### src/adc_cal_pkg.sv
// Shared constants and types for the converter calibration and reset sequencer
package adc_cal_pkg;

    // ==================================================================
    // Clock and timing
    // ==================================================================
    localparam int CLK_MHZ         = 250;
    localparam int CAL_NOM_MS      = 200;
    localparam int CAL_MAX_MS      = 550;
    localparam int CAL_NOM_CYCLES  = CAL_NOM_MS * 1000 * CLK_MHZ;
    localparam int CAL_MAX_CYCLES  = CAL_MAX_MS * 1000 * CLK_MHZ;
    localparam int DLL_LOCK_US     = 52;
    localparam int DLL_LOCK_CYCLES = DLL_LOCK_US * CLK_MHZ;
    localparam int CAL_CNT_W       = 28;
    localparam int LOCK_CNT_W      = 16;

    // ==================================================================
    // Conversion pipeline
    // ==================================================================
    localparam int DATA_W          = 12;
    // Seven and a half sample periods, counted in half-period ticks
    localparam int LATENCY_TICKS   = 15;
    localparam logic [DATA_W-1:0] FULL_SCALE = 12'hFFF;

    // ==================================================================
    // Tri-level divider select encodings (pad comparator outputs)
    // ==================================================================
    localparam logic [1:0] PIN_TIED_LOW  = 2'h0;
    localparam logic [1:0] PIN_FLOATING  = 2'h1;
    localparam logic [1:0] PIN_TIED_HIGH = 2'h2;

    typedef enum logic [1:0] {
        DIV_BY_1 = 2'h0,
        DIV_BY_2 = 2'h1,
        DIV_BY_4 = 2'h2
    } div_ratio_t;

    typedef enum logic [2:0] {
        ST_HELD = 3'h1,
        ST_CAL  = 3'h2,
        ST_RUN  = 3'h4
    } cal_state_t;

    // ==================================================================
    // Carriers
    // ==================================================================
    typedef struct packed {
        logic       valid;
        div_ratio_t ratio;
    } cfg_div_t;

    typedef struct packed {
        logic              valid;
        logic              over_range;
        logic [DATA_W-1:0] code;
    } adc_out_t;

    typedef struct packed {
        logic p;
        logic n;
    } clock_pair_t;

endpackage : adc_cal_pkg

### src/adc_cal_sequencer.sv
// Calibration, reset and clock-divide sequencer of a pipelined sampling converter
//
// Operation
// - Results appear seven and a half sample periods after conversion start.
// - Calibration starts on the rising edge of the recalibration input.
// - Supply monitor holds the input low, then releases; pull-up starts calibration.
// - Over-range forced high from recalibration low until calibration completes.
// - Over-range input at calibration end simply keeps the flag high.
// - Output clock pair held low while the recalibration input is low.
// - Output clock resumes on the first tick after the release has passed the two-flop synchroniser.
// - Calibration lasts nominally 200 ms, at most 550 ms, at full rate.
// - Divider pin: low gives ratio 2, floating 1, high 4.
// - A serially written divide ratio overrides the divider pin.
// - Delay-locked loop relocks within 52 us at full rate after a change.
`timescale 1ns/10ps
`default_nettype none

module adc_cal_sequencer #(
    parameter int CAL_CYCLES     = adc_cal_pkg::CAL_NOM_CYCLES,
    parameter int DLL_LOCK_TICKS = adc_cal_pkg::DLL_LOCK_CYCLES
) (
    // Clock and reset
    input  wire logic                          clk,
    input  wire logic                          reset_n,
    // Supply monitor
    input  wire logic                          supply_good,
    // Recalibration pin, open drain
    input  wire logic                          recal_trigger_n_in,
    output logic                               recal_trigger_n_out,
    output logic                               recal_trigger_oe_n,
    // Divider select pin and serial override
    input  wire logic [1:0]                    divider_select_pin,
    input  wire adc_cal_pkg::cfg_div_t         cfg_div,
    // Host activity watched during calibration
    input  wire logic                          spi_select_n,
    input  wire logic                          sdo_level,
    // Converter core result
    input  wire logic [adc_cal_pkg::DATA_W-1:0] sample_code,
    // Outputs
    output adc_cal_pkg::adc_out_t              conv_out,
    output adc_cal_pkg::clock_pair_t           output_clock_pair,
    output logic                               cal_busy,
    output logic                               cal_fault,
    output logic                               dll_locked,
    output adc_cal_pkg::div_ratio_t            div_ratio_active
);

    localparam logic [adc_cal_pkg::CAL_CNT_W-1:0] CAL_LAST =
        adc_cal_pkg::CAL_CNT_W'(CAL_CYCLES - 1);
    localparam logic [adc_cal_pkg::LOCK_CNT_W-1:0] LOCK_LOAD =
        adc_cal_pkg::LOCK_CNT_W'(DLL_LOCK_TICKS);

    // ==================================================================
    // Pin synchronisers
    // ==================================================================
    logic [1:0] div_pin_s;
    logic       supply_good_s;
    logic       recal_pin_s;
    logic       spi_select_n_s;
    logic       sdo_level_s;

    pin_sync #(.WIDTH(2), .RESET_VAL(32'h1)) u_div_sync (
        .clk          (clk),
        .reset_n      (reset_n),
        .pin_in       (divider_select_pin),
        .pin_sync_out (div_pin_s)
    );

    // Reset values leave the trigger low and host lines idle
    pin_sync #(.WIDTH(4), .RESET_VAL(32'hC)) u_ctl_sync (
        .clk          (clk),
        .reset_n      (reset_n),
        .pin_in       ({spi_select_n, sdo_level, recal_trigger_n_in, supply_good}),
        .pin_sync_out ({spi_select_n_s, sdo_level_s, recal_pin_s, supply_good_s})
    );

    // ==================================================================
    // Power-on hold of the recalibration pin
    // ==================================================================
    logic trigger_level;
    logic trigger_prev;
    logic trigger_rise;

    // Pin is pulled low until supplies are good, then left to the pull-up
    assign recal_trigger_n_out = 1'b0;
    assign recal_trigger_oe_n  = supply_good_s;

    // Own drive is also folded in so the hold cannot be missed
    assign trigger_level = recal_pin_s & supply_good_s;

    always_ff @(posedge clk or negedge reset_n) begin
        if (!reset_n) begin
            trigger_prev <= 1'b0;
        end else begin
            trigger_prev <= trigger_level;
        end
    end

    assign trigger_rise = trigger_level & ~trigger_prev;

    // ==================================================================
    // Divide ratio selection
    // ==================================================================
    adc_cal_pkg::div_ratio_t pin_ratio;
    adc_cal_pkg::div_ratio_t cfg_ratio;
    adc_cal_pkg::div_ratio_t next_ratio;
    logic                    cfg_override;

    always_comb begin
        case (div_pin_s)
            adc_cal_pkg::PIN_TIED_LOW:  pin_ratio = adc_cal_pkg::DIV_BY_2;
            adc_cal_pkg::PIN_TIED_HIGH: pin_ratio = adc_cal_pkg::DIV_BY_4;
            default:                    pin_ratio = adc_cal_pkg::DIV_BY_1;
        endcase
    end

    // A serial write latches and then outranks the pin for good
    always_ff @(posedge clk or negedge reset_n) begin
        if (!reset_n) begin
            cfg_override <= 1'b0;
            cfg_ratio    <= adc_cal_pkg::DIV_BY_1;
        end else if (cfg_div.valid) begin
            cfg_override <= 1'b1;
            cfg_ratio    <= cfg_div.ratio;
        end
    end

    assign next_ratio = cfg_override ? cfg_ratio : pin_ratio;

    always_ff @(posedge clk or negedge reset_n) begin
        if (!reset_n) begin
            div_ratio_active <= adc_cal_pkg::DIV_BY_1;
        end else begin
            div_ratio_active <= next_ratio;
        end
    end

    logic tick;

    clock_divider u_divider (
        .clk     (clk),
        .reset_n (reset_n),
        .ratio   (div_ratio_active),
        .tick    (tick)
    );

    // ==================================================================
    // Delay-locked loop relock model
    // ==================================================================
    logic [adc_cal_pkg::LOCK_CNT_W-1:0] lock_count;

    // Counting ticks, not clocks, makes lock time scale with the rate
    always_ff @(posedge clk or negedge reset_n) begin
        if (!reset_n) begin
            lock_count <= LOCK_LOAD;
        end else if (next_ratio != div_ratio_active) begin
            lock_count <= LOCK_LOAD;
        end else if (tick && lock_count != '0) begin
            lock_count <= lock_count - 1'b1;
        end
    end

    assign dll_locked = (lock_count == '0);

    // ==================================================================
    // Calibration state machine
    // ==================================================================
    adc_cal_pkg::cal_state_t        state;
    logic [adc_cal_pkg::CAL_CNT_W-1:0] cal_count;

    always_ff @(posedge clk or negedge reset_n) begin
        if (!reset_n) begin
            state <= adc_cal_pkg::ST_HELD;
        end else if (!trigger_level) begin
            // Any low pulse of one sample clock or more restarts
            state <= adc_cal_pkg::ST_HELD;
        end else begin
            case (state)
                adc_cal_pkg::ST_HELD: begin
                    if (trigger_rise) begin
                        state <= adc_cal_pkg::ST_CAL;
                    end
                end
                adc_cal_pkg::ST_CAL: begin
                    if (cal_count == CAL_LAST) begin
                        state <= adc_cal_pkg::ST_RUN;
                    end
                end
                adc_cal_pkg::ST_RUN: begin
                    state <= adc_cal_pkg::ST_RUN;
                end
                default: begin
                    state <= adc_cal_pkg::ST_HELD;
                end
            endcase
        end
    end

    // Duration assumes the sample clock stays running and stable
    always_ff @(posedge clk or negedge reset_n) begin
        if (!reset_n) begin
            cal_count <= '0;
        end else if (state != adc_cal_pkg::ST_CAL) begin
            cal_count <= '0;
        end else begin
            cal_count <= cal_count + 1'b1;
        end
    end

    assign cal_busy = (state != adc_cal_pkg::ST_RUN);

    // ==================================================================
    // Host misuse during calibration
    // ==================================================================
    // Sticky until the next recalibration request; set and clear never overlap
    always_ff @(posedge clk or negedge reset_n) begin
        if (!reset_n) begin
            cal_fault <= 1'b0;
        end else if (state == adc_cal_pkg::ST_CAL &&
                     (!spi_select_n_s || !sdo_level_s)) begin
            cal_fault <= 1'b1;
        end else if (state == adc_cal_pkg::ST_HELD) begin
            cal_fault <= 1'b0;
        end
    end

    // ==================================================================
    // Conversion pipeline
    // ==================================================================
    // Ticks come at twice the conversion rate: a conversion starts on every
    // other tick, so fifteen ticks of delay give seven and a half periods.
    logic                         conv_phase;
    logic [adc_cal_pkg::DATA_W-1:0] pipe_code [0:adc_cal_pkg::LATENCY_TICKS];
    logic                         pipe_vld  [0:adc_cal_pkg::LATENCY_TICKS];

    always_ff @(posedge clk or negedge reset_n) begin
        if (!reset_n) begin
            conv_phase <= 1'b0;
        end else if (tick) begin
            conv_phase <= ~conv_phase;
        end
    end

    assign pipe_code[0] = sample_code;
    assign pipe_vld[0]  = ~conv_phase & dll_locked;

    genvar s;
    generate
        for (s = 1; s <= adc_cal_pkg::LATENCY_TICKS; s++) begin : g_stage
            always_ff @(posedge clk or negedge reset_n) begin
                if (!reset_n) begin
                    pipe_code[s] <= '0;
                    pipe_vld[s]  <= 1'b0;
                end else if (tick) begin
                    pipe_code[s] <= pipe_code[s-1];
                    pipe_vld[s]  <= pipe_vld[s-1];
                end
            end
        end
    endgenerate

    // ==================================================================
    // Output data and over-range flag
    // ==================================================================
    logic [adc_cal_pkg::DATA_W-1:0] last_code;
    logic                         last_vld;

    assign last_code = pipe_code[adc_cal_pkg::LATENCY_TICKS];
    assign last_vld  = pipe_vld[adc_cal_pkg::LATENCY_TICKS];

    always_ff @(posedge clk or negedge reset_n) begin
        if (!reset_n) begin
            conv_out.code  <= '0;
            conv_out.valid <= 1'b0;
        end else begin
            conv_out.valid <= tick & last_vld & ~cal_busy;
            if (tick && last_vld) begin
                conv_out.code <= last_code;
            end
        end
    end

    // Full scale after calibration keeps the flag up with no visible edge
    always_ff @(posedge clk or negedge reset_n) begin
        if (!reset_n) begin
            conv_out.over_range <= 1'b1;
        end else if (!trigger_level || cal_busy) begin
            conv_out.over_range <= 1'b1;
        end else if (tick && last_vld) begin
            conv_out.over_range <= (last_code == adc_cal_pkg::FULL_SCALE);
        end
    end

    // ==================================================================
    // Output clock pair
    // ==================================================================
    logic oclk;

    always_ff @(posedge clk or negedge reset_n) begin
        if (!reset_n) begin
            oclk <= 1'b0;
        end else if (!trigger_level) begin
            oclk <= 1'b0;
        end else if (tick) begin
            oclk <= ~oclk;
        end
    end

    assign output_clock_pair.p = oclk;
    assign output_clock_pair.n = ~oclk;

endmodule : adc_cal_sequencer

`default_nettype wire

### src/clock_divider.sv
// Input clock divider producing one-cycle tick enables
`timescale 1ns/10ps
`default_nettype none

module clock_divider (
    // Clock and reset
    input  wire logic                   clk,
    input  wire logic                   reset_n,
    // Ratio and tick
    input  wire adc_cal_pkg::div_ratio_t ratio,
    output logic                        tick
);

    logic [1:0] count;
    logic [1:0] limit;

    always_comb begin
        case (ratio)
            adc_cal_pkg::DIV_BY_2: limit = 2'h1;
            adc_cal_pkg::DIV_BY_4: limit = 2'h3;
            default:               limit = 2'h0;
        endcase
    end

    // ==================================================================
    // Counter; a ratio change restarts cleanly at the next wrap
    // ==================================================================
    always_ff @(posedge clk or negedge reset_n) begin
        if (!reset_n) begin
            count <= 2'h0;
        end else if (count >= limit) begin
            count <= 2'h0;
        end else begin
            count <= count + 2'h1;
        end
    end

    assign tick = (count >= limit);

endmodule : clock_divider

`default_nettype wire

### src/pin_sync.sv
// Two-flop synchroniser bank for pin inputs
`timescale 1ns/10ps
`default_nettype none

module pin_sync #(
    parameter int          WIDTH     = 1,
    parameter logic [31:0] RESET_VAL = 32'h0
) (
    // Clock and reset
    input  wire logic             clk,
    input  wire logic             reset_n,
    // Pins and synchronised levels
    input  wire logic [WIDTH-1:0] pin_in,
    output logic      [WIDTH-1:0] pin_sync_out
);

    logic [WIDTH-1:0] stage1;

    // ==================================================================
    // One synchroniser per bit
    // ==================================================================
    genvar i;
    generate
        for (i = 0; i < WIDTH; i++) begin : g_bit
            always_ff @(posedge clk or negedge reset_n) begin
                if (!reset_n) begin
                    stage1[i]       <= RESET_VAL[i];
                    pin_sync_out[i] <= RESET_VAL[i];
                end else begin
                    stage1[i]       <= pin_in[i];
                    pin_sync_out[i] <= stage1[i];
                end
            end
        end
    endgenerate

endmodule : pin_sync

`default_nettype wire

### config.mk
export PLATFORM = sky130hd
export DESIGN_NAME = adc_cal_sequencer
export DESIGN_NICKNAME = d
export VERILOG_FILES = /design/src/adc_cal_pkg.sv /design/src/adc_cal_sequencer.sv /design/src/clock_divider.sv /design/src/pin_sync.sv
export SDC_FILE = /design/constraint.sdc
export NUM_CORES = 1
export LEC_CHECK = 0
export ABC_AREA = 1
export BUFFER_PORTS_ARGS = -buffer_cell sky130_fd_sc_hd__buf_2
export CORE_MARGIN = 1
export CORE_UTILIZATION = 45
export DETAILED_ROUTE_END_ITERATION = 10
export GPL_TIMING_DRIVEN = 0
export PLACE_DENSITY = 0.75
export RECOVER_POWER = 50
export SLEW_MARGIN = 15
export SYNTH_ARGS = -nofsm -noshare
export SYNTH_HDL_FRONTEND = slang
export SYNTH_SLANG_ARGS = --single-unit
### constraint.sdc
create_clock -name clk -period 2.1 [get_ports clk]
set_input_delay 0.21 -clock clk [delete_from_list [all_inputs] [get_ports clk]]
set_output_delay 0.21 -clock clk [all_outputs]
set_load 0.01 [all_outputs]
==> results of run 1 <==
## registers in the layout, indices dropped and copies added (netlist names), 3 cells and up
register / cells
u_ctl_sync.pin_sync_out: 4
conv_out: 14
state: 3
cal_count: 28
pipe_code: 168
pipe_vld: 14
lock_count: 16
u_ctl_sync.stage1: 4
last_code: 12
## cells in the mapped netlist, types with 3 or more instances
master,n,share of area
nor2_1,115,0.037
dfstp_2,14,0.032
buf_4,3,0.0020
o21ai_0,49,0.021
mux2_2,134,0.13
nand3b_1,5,0.0033
xnor2_1,4,0.0030
ha_1,5,0.0054
buf_2,6,0.0026
a21oi_1,24,0.010
o21ai_1,3,0.0013
inv_1,83,0.027
xor2_1,7,0.0053
nand3_1,32,0.014
dfrtp_1,265,0.57
buf_6,17,0.017
nand2_1,203,0.066
nor3_1,14,0.0061
clkbuf_1,7,0.0023
nand2_2,5,0.0027
mux2_1,25,0.024
## per-stage QoR
| stage | setup slack (ns) | instances | util |
|---|---|---|---|
| 2_1_floorplan | 0.06103 | 1037 | - |
| 3_3_place_gp | -4.113 | 1411 | 0.4835 |
| 3_5_place_dp | -0.3314 | 1413 | 0.4861 |
| 4_1_cts | 0.003869 | 1492 | 0.5385 |
| 5_1_grt | 0.007311 | 1495 | 0.5420 |
| 6_report | 0.07666 | 1495 | 0.5420 |
## power by group
part           switching [µW]  leakage [µW]  internal (µW)
Combinational            3250       0.00223           3880
Sequential               1050       0.00337           7640
Clock                    2030      0.000478           3250
## worst min path at each step
stage	cells after the start	endpoint	start	slack, ns
after CTS	2	cal_count[16]$_DFF_PN0_	reset_n	0.22
after global placement	1	u_ctl_sync.stage1[2]$_DFF_PN1_	sdo_level	0.32
after global routing	2	cal_count[26]$_DFF_PN0_	reset_n	0.24
after floorplan	0	cal_count[0]$_DFF_PN0_	reset_n	-0.09
after detailed placement	1	cal_count[16]$_DFF_PN0_	reset_n	0.18
final	2	cal_count[16]$_DFF_PN0_	reset_n	0.21
## logic make-up (layout without fill, tap and decap cells)
family | Yosys count | in the layout | share of synthesized area
AND/OR/NAND/NOR | 385 | 386 | 0.1379
flip-flops | 279 | 279 | 0.6064
multiplexers | 159 | 159 | 0.1551
buffers and inverters | 118 | 245 | 0.05149
AO/OA/AOI/OAI | 79 | 79 | 0.03501
XOR/XNOR | 11 | 11 | 0.008347
adder cells (fa/ha/maj) | 5 | 5 | 0.005420
other | 1 | 1 | 0.0003249
## critical path, cell delays in order (launching register included)
cell     delay, ns
dfrtp_1       0.38
inv_1         0.13
ha_1          0.28
nand3_2       0.17
nor4_2        0.17
buf_2         0.17
## layout make-up
class | count | area, µm² | area share
flip-flops and latches | 279 | 6999 | 0.5128
repair buffers | 78 | 553.0 | 0.04052
inverters | 85 | 327.8 | 0.02402
plain buffers | 33 | 305.3 | 0.02237
well taps | 330 | 412.9 | 0.03025
clock inverters | 16 | 249.0 | 0.01824
clock buffers | 33 | 738.2 | 0.05408
multi-input cells | 641 | 4064 | 0.2977
## metal layers
layer	track usage	vias up	wire length, µm
li1	-	3592	-
met1	0.2200	3625	9213
met2	0.2850	137	10300
met3	0.02681	45	808
met4	0.05660	0	559
met5	0	-	0
## repair_timing
item                                   in CTS  in global routing
hold buffers                               26                  0
cloned                                      0                  1
setup buffers                               4                  2
pin swaps                                   2                  5
resized for setup                          16                 24
setup endpoints to repair                 208                168
endpoints found under the hold margin      78                  0
==> results.md, run 1 <==
* CTS buffer count at 27
* Power per cell area at 1546 nW/µm²
* Post-synth cell types at 36
* Layout area overhead at 18.25%
* Sink Count at 279
* Crit end category: primary output
* DRT iter0 DRCs at 353
* Setup TNS Final at 0 ns
* Slew Limit Headroom at 0.3513
* Slew @ Worst Pin at 0.9731 ns
* Clk slew on worst S/H paths at 0.07 ns
* Syn. warnings at 0
* Peak supply drop at 0.9330 mV
* CTS tree: done
* Worst r2r path cells at 8
* Port bufs at 44
* Final Hold Fails at 0
* Setup Skew at 0.01303 ns
* Clock root cell: clkbuf_16
* Leak Pwr at 0.006080 µW
* Chip height at 162.2 µm
* Post-Route WL at 20.88 mm
* Critical Path RT at 1.89 ns
* Nets at 1,173
* Post-synth top flop: dfrtp_1
* Synth Cell Area at 11,540 µm²
* Flop2flop setup slack at 0.09 ns
* CP Capture Point: dll_locked
* Total chip power at 21,100 µW
* First-pass DRT Iterations at 5
* Global router's overall resource usage at 0.1682
* Final setup viols at 0
* Post-Syn Instances at 1,037
* Worst r2r dst: pipe_code[166]$_DFFE_PN0P_
* Final instance area at 13,650 µm²
* Post-synth EDFFs at 0
* Crit-path max FO at 4
* Placed Area at 12,240 µm²
* Initial antenna violation count at 0
* Commonest non-fill, non-tap cells in the layout: 265 x dfrtp_1, 202 x nand2_1, 134 x mux2_2, 112 x nor2_1, 80 x inv_1
* Crit. Startpoint: lock_count[0]$_DFFE_PN0P_
* Syn nets at 1,065
* Fin crit share at 0.9635
* Crit Path Class: reg2out
* Hold WS at 0.2050 ns
* Antenna viol nets, final at 0
* Commonest non-fill, non-tap cell in the layout: dfrtp_1
* I/O pin count at 46
* Async SR Flop Fraction at 1.000
* Tmin final at 2.023 ns
* Drt drc at 0
* Status: finished, final reports clean
* FF+latch count, synth at 279
* Worst skew pair latency at 0.53 ns
* Share of layout cells above drive strength 1 at 0.2618
* DR WL/cell at 13.97 µm
* Clock tree buffer depth at 3
* Chip width at 162.2 µm
* GPL Wtd Cong at 0.9374
* Syn_area_per_cell at 11.13 µm²
* RSZ-0062 raised after global routing: no
* Min-Delay Path Class: in2async
* Vias per cell at 4.949
* N_diodes at 0
* First-pass GRT wire length at 36.18 mm
* Reg2reg start: div_ratio_active[1]$_DFF_PN0_
* # Max-Cap Violations at 0
* Core area at 25,180 µm²
* Total gr overflow at 0
* Vias in the first global route at 7,583
* Area of the die at 26,290 µm²
* Vias post-DR at 7,399
* Fillers at 2,114
* Fmax at 494.2 MHz
* Initial Utilization at 0.4584
* Largest net degree at the start of global routing at 112
* Startpoint Class: register
* H-tree levels at 1
* Placement Rows at 58
* Crit path DAT at 1.81 ns
* Post-detail-place hpwl at 14.16 mm
* Final Max Slew Viols at 0
* Seq/Total Area, Yosys at 0.6064
Note: power is estimated with default switching activity, not from simulation.
==> run 2: changes to the inputs <==
==> constraint.sdc (replaced) <==
create_clock -name clk -period 2.1 [get_ports clk]
set_input_delay 0.105 -clock clk [delete_from_list [all_inputs] [get_ports clk]]
set_output_delay 0.105 -clock clk [all_outputs]
set_load 0.01 [all_outputs]
==> run 2 against run 1 <==
The run now ends with max-capacitance violations, max-slew violations left. Combinational power is essentially flat. Via count shrank 0.16%. Hold slack improved by 0.0096 ns. Global-route usage about the same. Cell area hardly changed. Critical path type is now reg2reg. Critical endpoint is now pipe_code[166]$_DFFE_PN0P_.
==> results.md, run 2 (synthesis gave the netlist of run 1 again) <==
* Fmax at 495.7 MHz
* Core area at 25,180 µm²
* CP Capture Point: pipe_code[166]$_DFFE_PN0P_
* Commonest non-fill, non-tap cell in the layout: dfrtp_1
* Total gr overflow at 0
* GPL Wtd Cong at 0.9374
* Slew @ Worst Pin at 1.561 ns
* Layout area overhead at 18.34%
* Area of the die at 26,290 µm²
* Antenna viol nets, final at 0
* Initial antenna violation count at 0
* Nets at 1,173
* Crit path DAT at 2.42 ns
* Setup Skew at 0.01305 ns
* First-pass DRT Iterations at 4
* Power per cell area at 1544 nW/µm²
* Initial Utilization at 0.4584
* Crit Path Class: reg2reg
* Hold Path Cell Cnt at 2
* Post-detail-place hpwl at 14.16 mm
* Crit. Startpoint: div_ratio_active[1]$_DFF_PN0_
* Clock tree buffer depth at 3
* Clock root cell: clkbuf_16
* Leak Pwr at 0.006086 µW
* Failing checks: max-capacitance violations, max-slew violations
* First-pass GRT wire length at 36.14 mm
* Max FFs per register at 168
* CTS tree: done
* Drt drc at 0
* Tmin final at 2.017 ns
* Final instance area at 13,660 µm²
* Total chip power at 21,100 µW
* Final Max Slew Viols at 58
* Setup TNS Final at 0 ns
* Final Hold Fails at 0
* Crit end category: register
* Fillers at 2,113
* N_diodes at 0
* DRT iter0 DRCs at 404
* Slew Limit Headroom at -0.04075
* Flop2flop setup slack at 0.08 ns
* Clk slew on worst S/H paths at 0.07 ns
* I/O pin count at 46
* Min-Delay Path Class: in2reg
* Largest net degree at the start of global routing at 112
* # Max-Cap Violations at 1
* Startpoint Class: register
* Fin crit share at 0.9607
* Worst r2r path cells at 8
* Crit-path max FO at 10
* Final setup viols at 0
* Commonest non-fill, non-tap cells in the layout: 265 x dfrtp_1, 202 x nand2_1, 134 x mux2_2, 113 x nor2_1, 80 x inv_1
* Placement Rows at 58
* Reg2reg start: div_ratio_active[1]$_DFF_PN0_
* Sink Count at 279
* DR WL/cell at 13.97 µm
* Worst r2r dst: pipe_code[166]$_DFFE_PN0P_
* H-tree levels at 1
* Hold path start: spi_select_n
* Peak supply drop at 0.9332 mV
* CTS buffer count at 27
* Critical Path RT at 2.50 ns
* Post-Route WL at 20.89 mm
* Worst skew pair latency at 0.53 ns
* Global router's overall resource usage at 0.1680
* Chip height at 162.2 µm
* Port bufs at 44
* Vias in the first global route at 7,564
* Largest regs: pipe_code (168), cal_count (28), lock_count (16)
* Chip width at 162.2 µm
* Top reg by flops: pipe_code
* Status: finished with violations
* Vias per cell at 4.941
* Share of layout cells above drive strength 1 at 0.2592
* Vias post-DR at 7,387
* Placed Area at 12,240 µm²
[run 2: changes by cell type in the layout (fill, tap and decap cells not counted)]
cell	previous run	this run
nor2_2	5	4
nand3_2	5	4
nor2_1	112	113
nand3_1	29	30
buf_8	3	2
clkbuf_1	10	11
buf_6	20	17
buf_16	0	2
buf_4	8	9
[run 2: layout make-up]
type | instances | area [µm²] | area share
buffer | 33 | 300.3 | 0.02198
clock buffer | 33 | 738.2 | 0.05404
clock inverter | 16 | 249.0 | 0.01823
inverter | 85 | 327.8 | 0.02400
multi-input combinational | 641 | 4056 | 0.2970
sequential | 279 | 6999 | 0.5124
tap | 330 | 412.9 | 0.03023
timing repair buffer | 78 | 575.6 | 0.04214
[run 2: worst min path at each step]
stage	endpoint	slack, ns
after floorplan	cal_count[0]$_DFF_PN0_	-0.19
after global placement	u_ctl_sync.stage1[2]$_DFF_PN1_	0.21
after detailed placement	cal_count[16]$_DFF_PN0_	0.08
after CTS	cal_count[16]$_DFF_PN0_	0.12
after global routing	u_div_sync.stage1[0]$_DFF_PN1_	0.22
final	u_ctl_sync.stage1[3]$_DFF_PN1_	0.21
[run 2: where the power goes]
| part | leakage, µW | internal [µW] | switching, µW | total, µW |
|---|---|---|---|---|
| clock network | 0.000478 | 3250 | 2030 | 5280 |
| logic | 0.00223 | 3870 | 3250 | 7120 |
| registers | 0.00337 | 7640 | 1060 | 8700 |
| total | 0.00609 | 14800 | 6340 | 21100 |
[run 2: critical path: stages (launching register included)]
cell     delay, ns
dfrtp_1       0.41
ha_4          0.28
inv_2         0.03
ha_4          0.21
o21ai_4       0.18
nand2_4       0.13
buf_8         0.18
buf_6         0.15
mux2_1        0.32
[run 2: metrics by stage]
| stage | util | hold slack (ns) | std cells | worst slack (ns) |
|---|---|---|---|---|
| floorplan | - | -0.1906 | 1037 | 0.06103 |
| global placement | 0.4835 | 0.2101 | 1411 | -4.008 |
| detailed placement | 0.4861 | 0.07897 | 1413 | -0.3314 |
| CTS | 0.5381 | 0.1154 | 1492 | 0.003869 |
| global route | 0.5424 | 0.2172 | 1495 | -0.001989 |
| finish | 0.5424 | 0.2146 | 1495 | 0.08259 |
[run 2: timing repair]
item                                    in CTS  in global routing
endpoints found under the setup margin     207                168
endpoints found under the hold margin       78                  0
pin swaps                                    2                  3
hold buffers                                26                  0
cloned                                       0                  1
buffers inserted                             4                  2
resized for setup                           13                 22
[run 2: per-layer routing]
metal,part of all wire,track usage,up-vias
li1,-,-,3593
met1,0.44,0.2199,3608
met2,0.49,0.2856,141
met3,0.040,0.02681,45
met4,0.026,0.05446,0
met5,0,0,-
==> run 3: changes to the inputs <==
--- a/config.mk
+++ b/config.mk
@@ -7,6 +7,7 @@
 export LEC_CHECK = 0
 export ABC_AREA = 1
 export BUFFER_PORTS_ARGS = -buffer_cell sky130_fd_sc_hd__buf_2
+export CORE_ASPECT_RATIO = 0.6
 export CORE_MARGIN = 1
 export CORE_UTILIZATION = 45
 export DETAILED_ROUTE_END_ITERATION = 10
==> run 3 against run 2 <==
The run now ends clean. Worst setup slack worse by 0.049 ns. Combinational power is 15% higher. Register-to-register slack worse by 0.05 ns. Count of clock-buffer cells in the layout rose by 3. Cell area rose by 0.91%. Critical path type unchanged. Non-clock buffer count up 6. Largest cell class unchanged. Highest routed layer unchanged.
==> results.md, run 3 (synthesis gave the netlist of run 1 again) <==
* Final Hold Fails at 0
* Worst r2r dst: pipe_code[175]$_DFFE_PN0P_
* CTS tree: done
* Share of layout cells above drive strength 1 at 0.2614
* Largest net degree at the start of global routing at 110
* Leak Pwr at 0.006162 µW
* DRT iter0 DRCs at 567
* CP Capture Point: pipe_code[175]$_DFFE_PN0P_
* Worst skew pair latency at 0.54 ns
* Post-Place Cells at 1,405
* Layout area overhead at 19.41%
* Met2 usage at 0.2653
* Commonest non-fill, non-tap cells in the layout: 265 x dfrtp_1, 202 x nand2_1, 134 x mux2_2, 113 x nor2_1, 81 x inv_1
* Global router's overall resource usage at 0.1824
* Largest regs: pipe_code (168), cal_count (28), lock_count (16)
* Peak supply drop at 0.9326 mV
* Chip width at 208.8 µm
* Sink Count at 279
* Initial antenna violation count at 1
* # Max-Cap Violations at 0
* Crit Path Class: reg2reg
* Final setup viols at 0
* GRT Max-Usage Layer: met1
* Drt drc at 0
* Met3 Use GR at 0.04015
* Placement Rows at 44
* Commonest non-fill, non-tap cell in the layout: dfrtp_1
* Clk slew on worst S/H paths at 0.07 ns
* Final Max Slew Viols at 0
* Nets at 1,177
* CTS buffer count at 26
* CP bufs+invs at 4
* Clock tree buffer depth at 3
* Met1 usage at 0.2797
* H-tree levels at 1
* CP max stage cell: dfrtp_1
* Crit end category: register
* Setup Skew at 0.01443 ns
* Vias per cell at 5.134
* Crit path DAT at 2.48 ns
* Vias post-DR at 7,650
* Top reg by flops: pipe_code
* Reg2reg start: div_ratio_active[0]$_DFF_PN0_
* Fillers at 1,986
* Max FFs per register at 168
* Chip height at 126.1 µm
* Post-detail-place hpwl at 15.44 mm
* Slew Limit Headroom at 0.3565
* Flop2flop setup slack at 0.03 ns
* Area of the die at 26,320 µm²
* Total gr overflow at 0
* GPL Wtd Cong at 0.9214
* Delay-heaviest family, CP: adder cells
* Worst r2r path cells at 9
* Status: finished, final reports clean
* Crit. Startpoint: div_ratio_active[0]$_DFF_PN0_
* Critical Path RT at 2.52 ns
* First-pass GRT wire length at 38.76 mm
* RSZ-0062 raised after global routing: yes
* Antenna viol nets, final at 0
* Cell Count, Final, Fillers Out at 1,490
* DR WL/cell at 16.25 µm
* Power per cell area at 1591 nW/µm²
* Core area at 24,660 µm²
* Port bufs at 44
* Startpoint Class: register
* Initial Utilization at 0.4680
* Tmin final at 2.067 ns
* Levels on crit path at 9
* Slew @ Worst Pin at 0.9652 ns
* Fmax at 483.9 MHz
* Min-Delay Path Class: in2async
* Fin crit share at 0.9840
* Clock root cell: clkbuf_16
* First-pass DRT Iterations at 5
* CP Cell Sequence: inv_2 > ha_4 > inv_2 > ha_4 > o21ai_4 > nand2_8 > buf_12 > buf_12 > mux2_1
* Vias in the first global route at 7,380
* Setup TNS Final at 0 ns
* Post-Route WL at 24.21 mm
* I/O pin count at 46
* Crit-path max FO at 10
* CP peak stage delay at 0.37 ns
run 3: layout make-up:
type,count,area (µm²),share of cell area
Clock inverter,10,117.6,0.008533
Timing Repair Buffer,84,693.2,0.05029
Antenna cell,1,2.502,0.0001816
Inverter,85,324.1,0.02351
Clock buffer,36,789.5,0.05728
Multi-Input combinational cell,640,4064,0.2948
Tap cell,322,402.9,0.02923
Buffer,33,390.4,0.02832
Sequential cell,279,6999,0.5078
run 3: worst min path at each step:
stage | to | slack [ns] | from
2_1_floorplan | cal_count[0]$_DFF_PN0_ | -0.19 | reset_n
6_report | conv_out[13]$_DFF_PN0_ | 0.14 | reset_n
3_5_place_dp | last_code[7]$_DFFE_PN0P_ | 0.12 | reset_n
5_1_grt | last_code[7]$_DFFE_PN0P_ | 0.19 | reset_n
4_1_cts | conv_out[13]$_DFF_PN0_ | 0.15 | reset_n
3_3_place_gp | u_div_sync.stage1[0]$_DFF_PN1_ | 0.21 | divider_select_pin[0]
run 3: through the flow:
step / worst slack [ns] / hold slack [ns] / instance area (µm²) / utilization / power, µW
after floorplan: 0.06103 / -0.1906 / 11540 / - / 13830
after global placement: -4.064 / 0.2096 / 12170 / 0.4933 / 15280
after detailed placement: -0.3653 / 0.1215 / 12230 / 0.4959 / 15680
after CTS: -0.007553 / 0.1515 / 13470 / 0.5460 / 20950
after global routing: -0.01248 / 0.1863 / 13780 / 0.5587 / 23190
final: 0.03350 / 0.1450 / 13780 / 0.5588 / 21940
run 3: power by group:
group	switching (µW)	internal, µW	total, µW
clock	2060	2880	4940
combinational	3690	4500	8190
sequential	1160	7640	8800
run 3: what timing repair did:
| action | CTS | global route |
|---|---|---|
| hold buffers | 26 | 0 |
| setup buffers | 3 | 3 |
| endpoints found under the hold margin | 92 | 0 |
| gates resized for setup | 18 | 46 |
| endpoints found under the setup margin | 204 | 208 |
| cloned | 0 | 6 |
| pin swaps | 2 | 3 |
run 3: layer usage:
layer | wire, µm | vias up
met1 | 11860 | 3795
met4 | 308 | 0
met2 | 10440 | 233
li1 | - | 3600
met3 | 1602 | 22
met5 | 0 | -
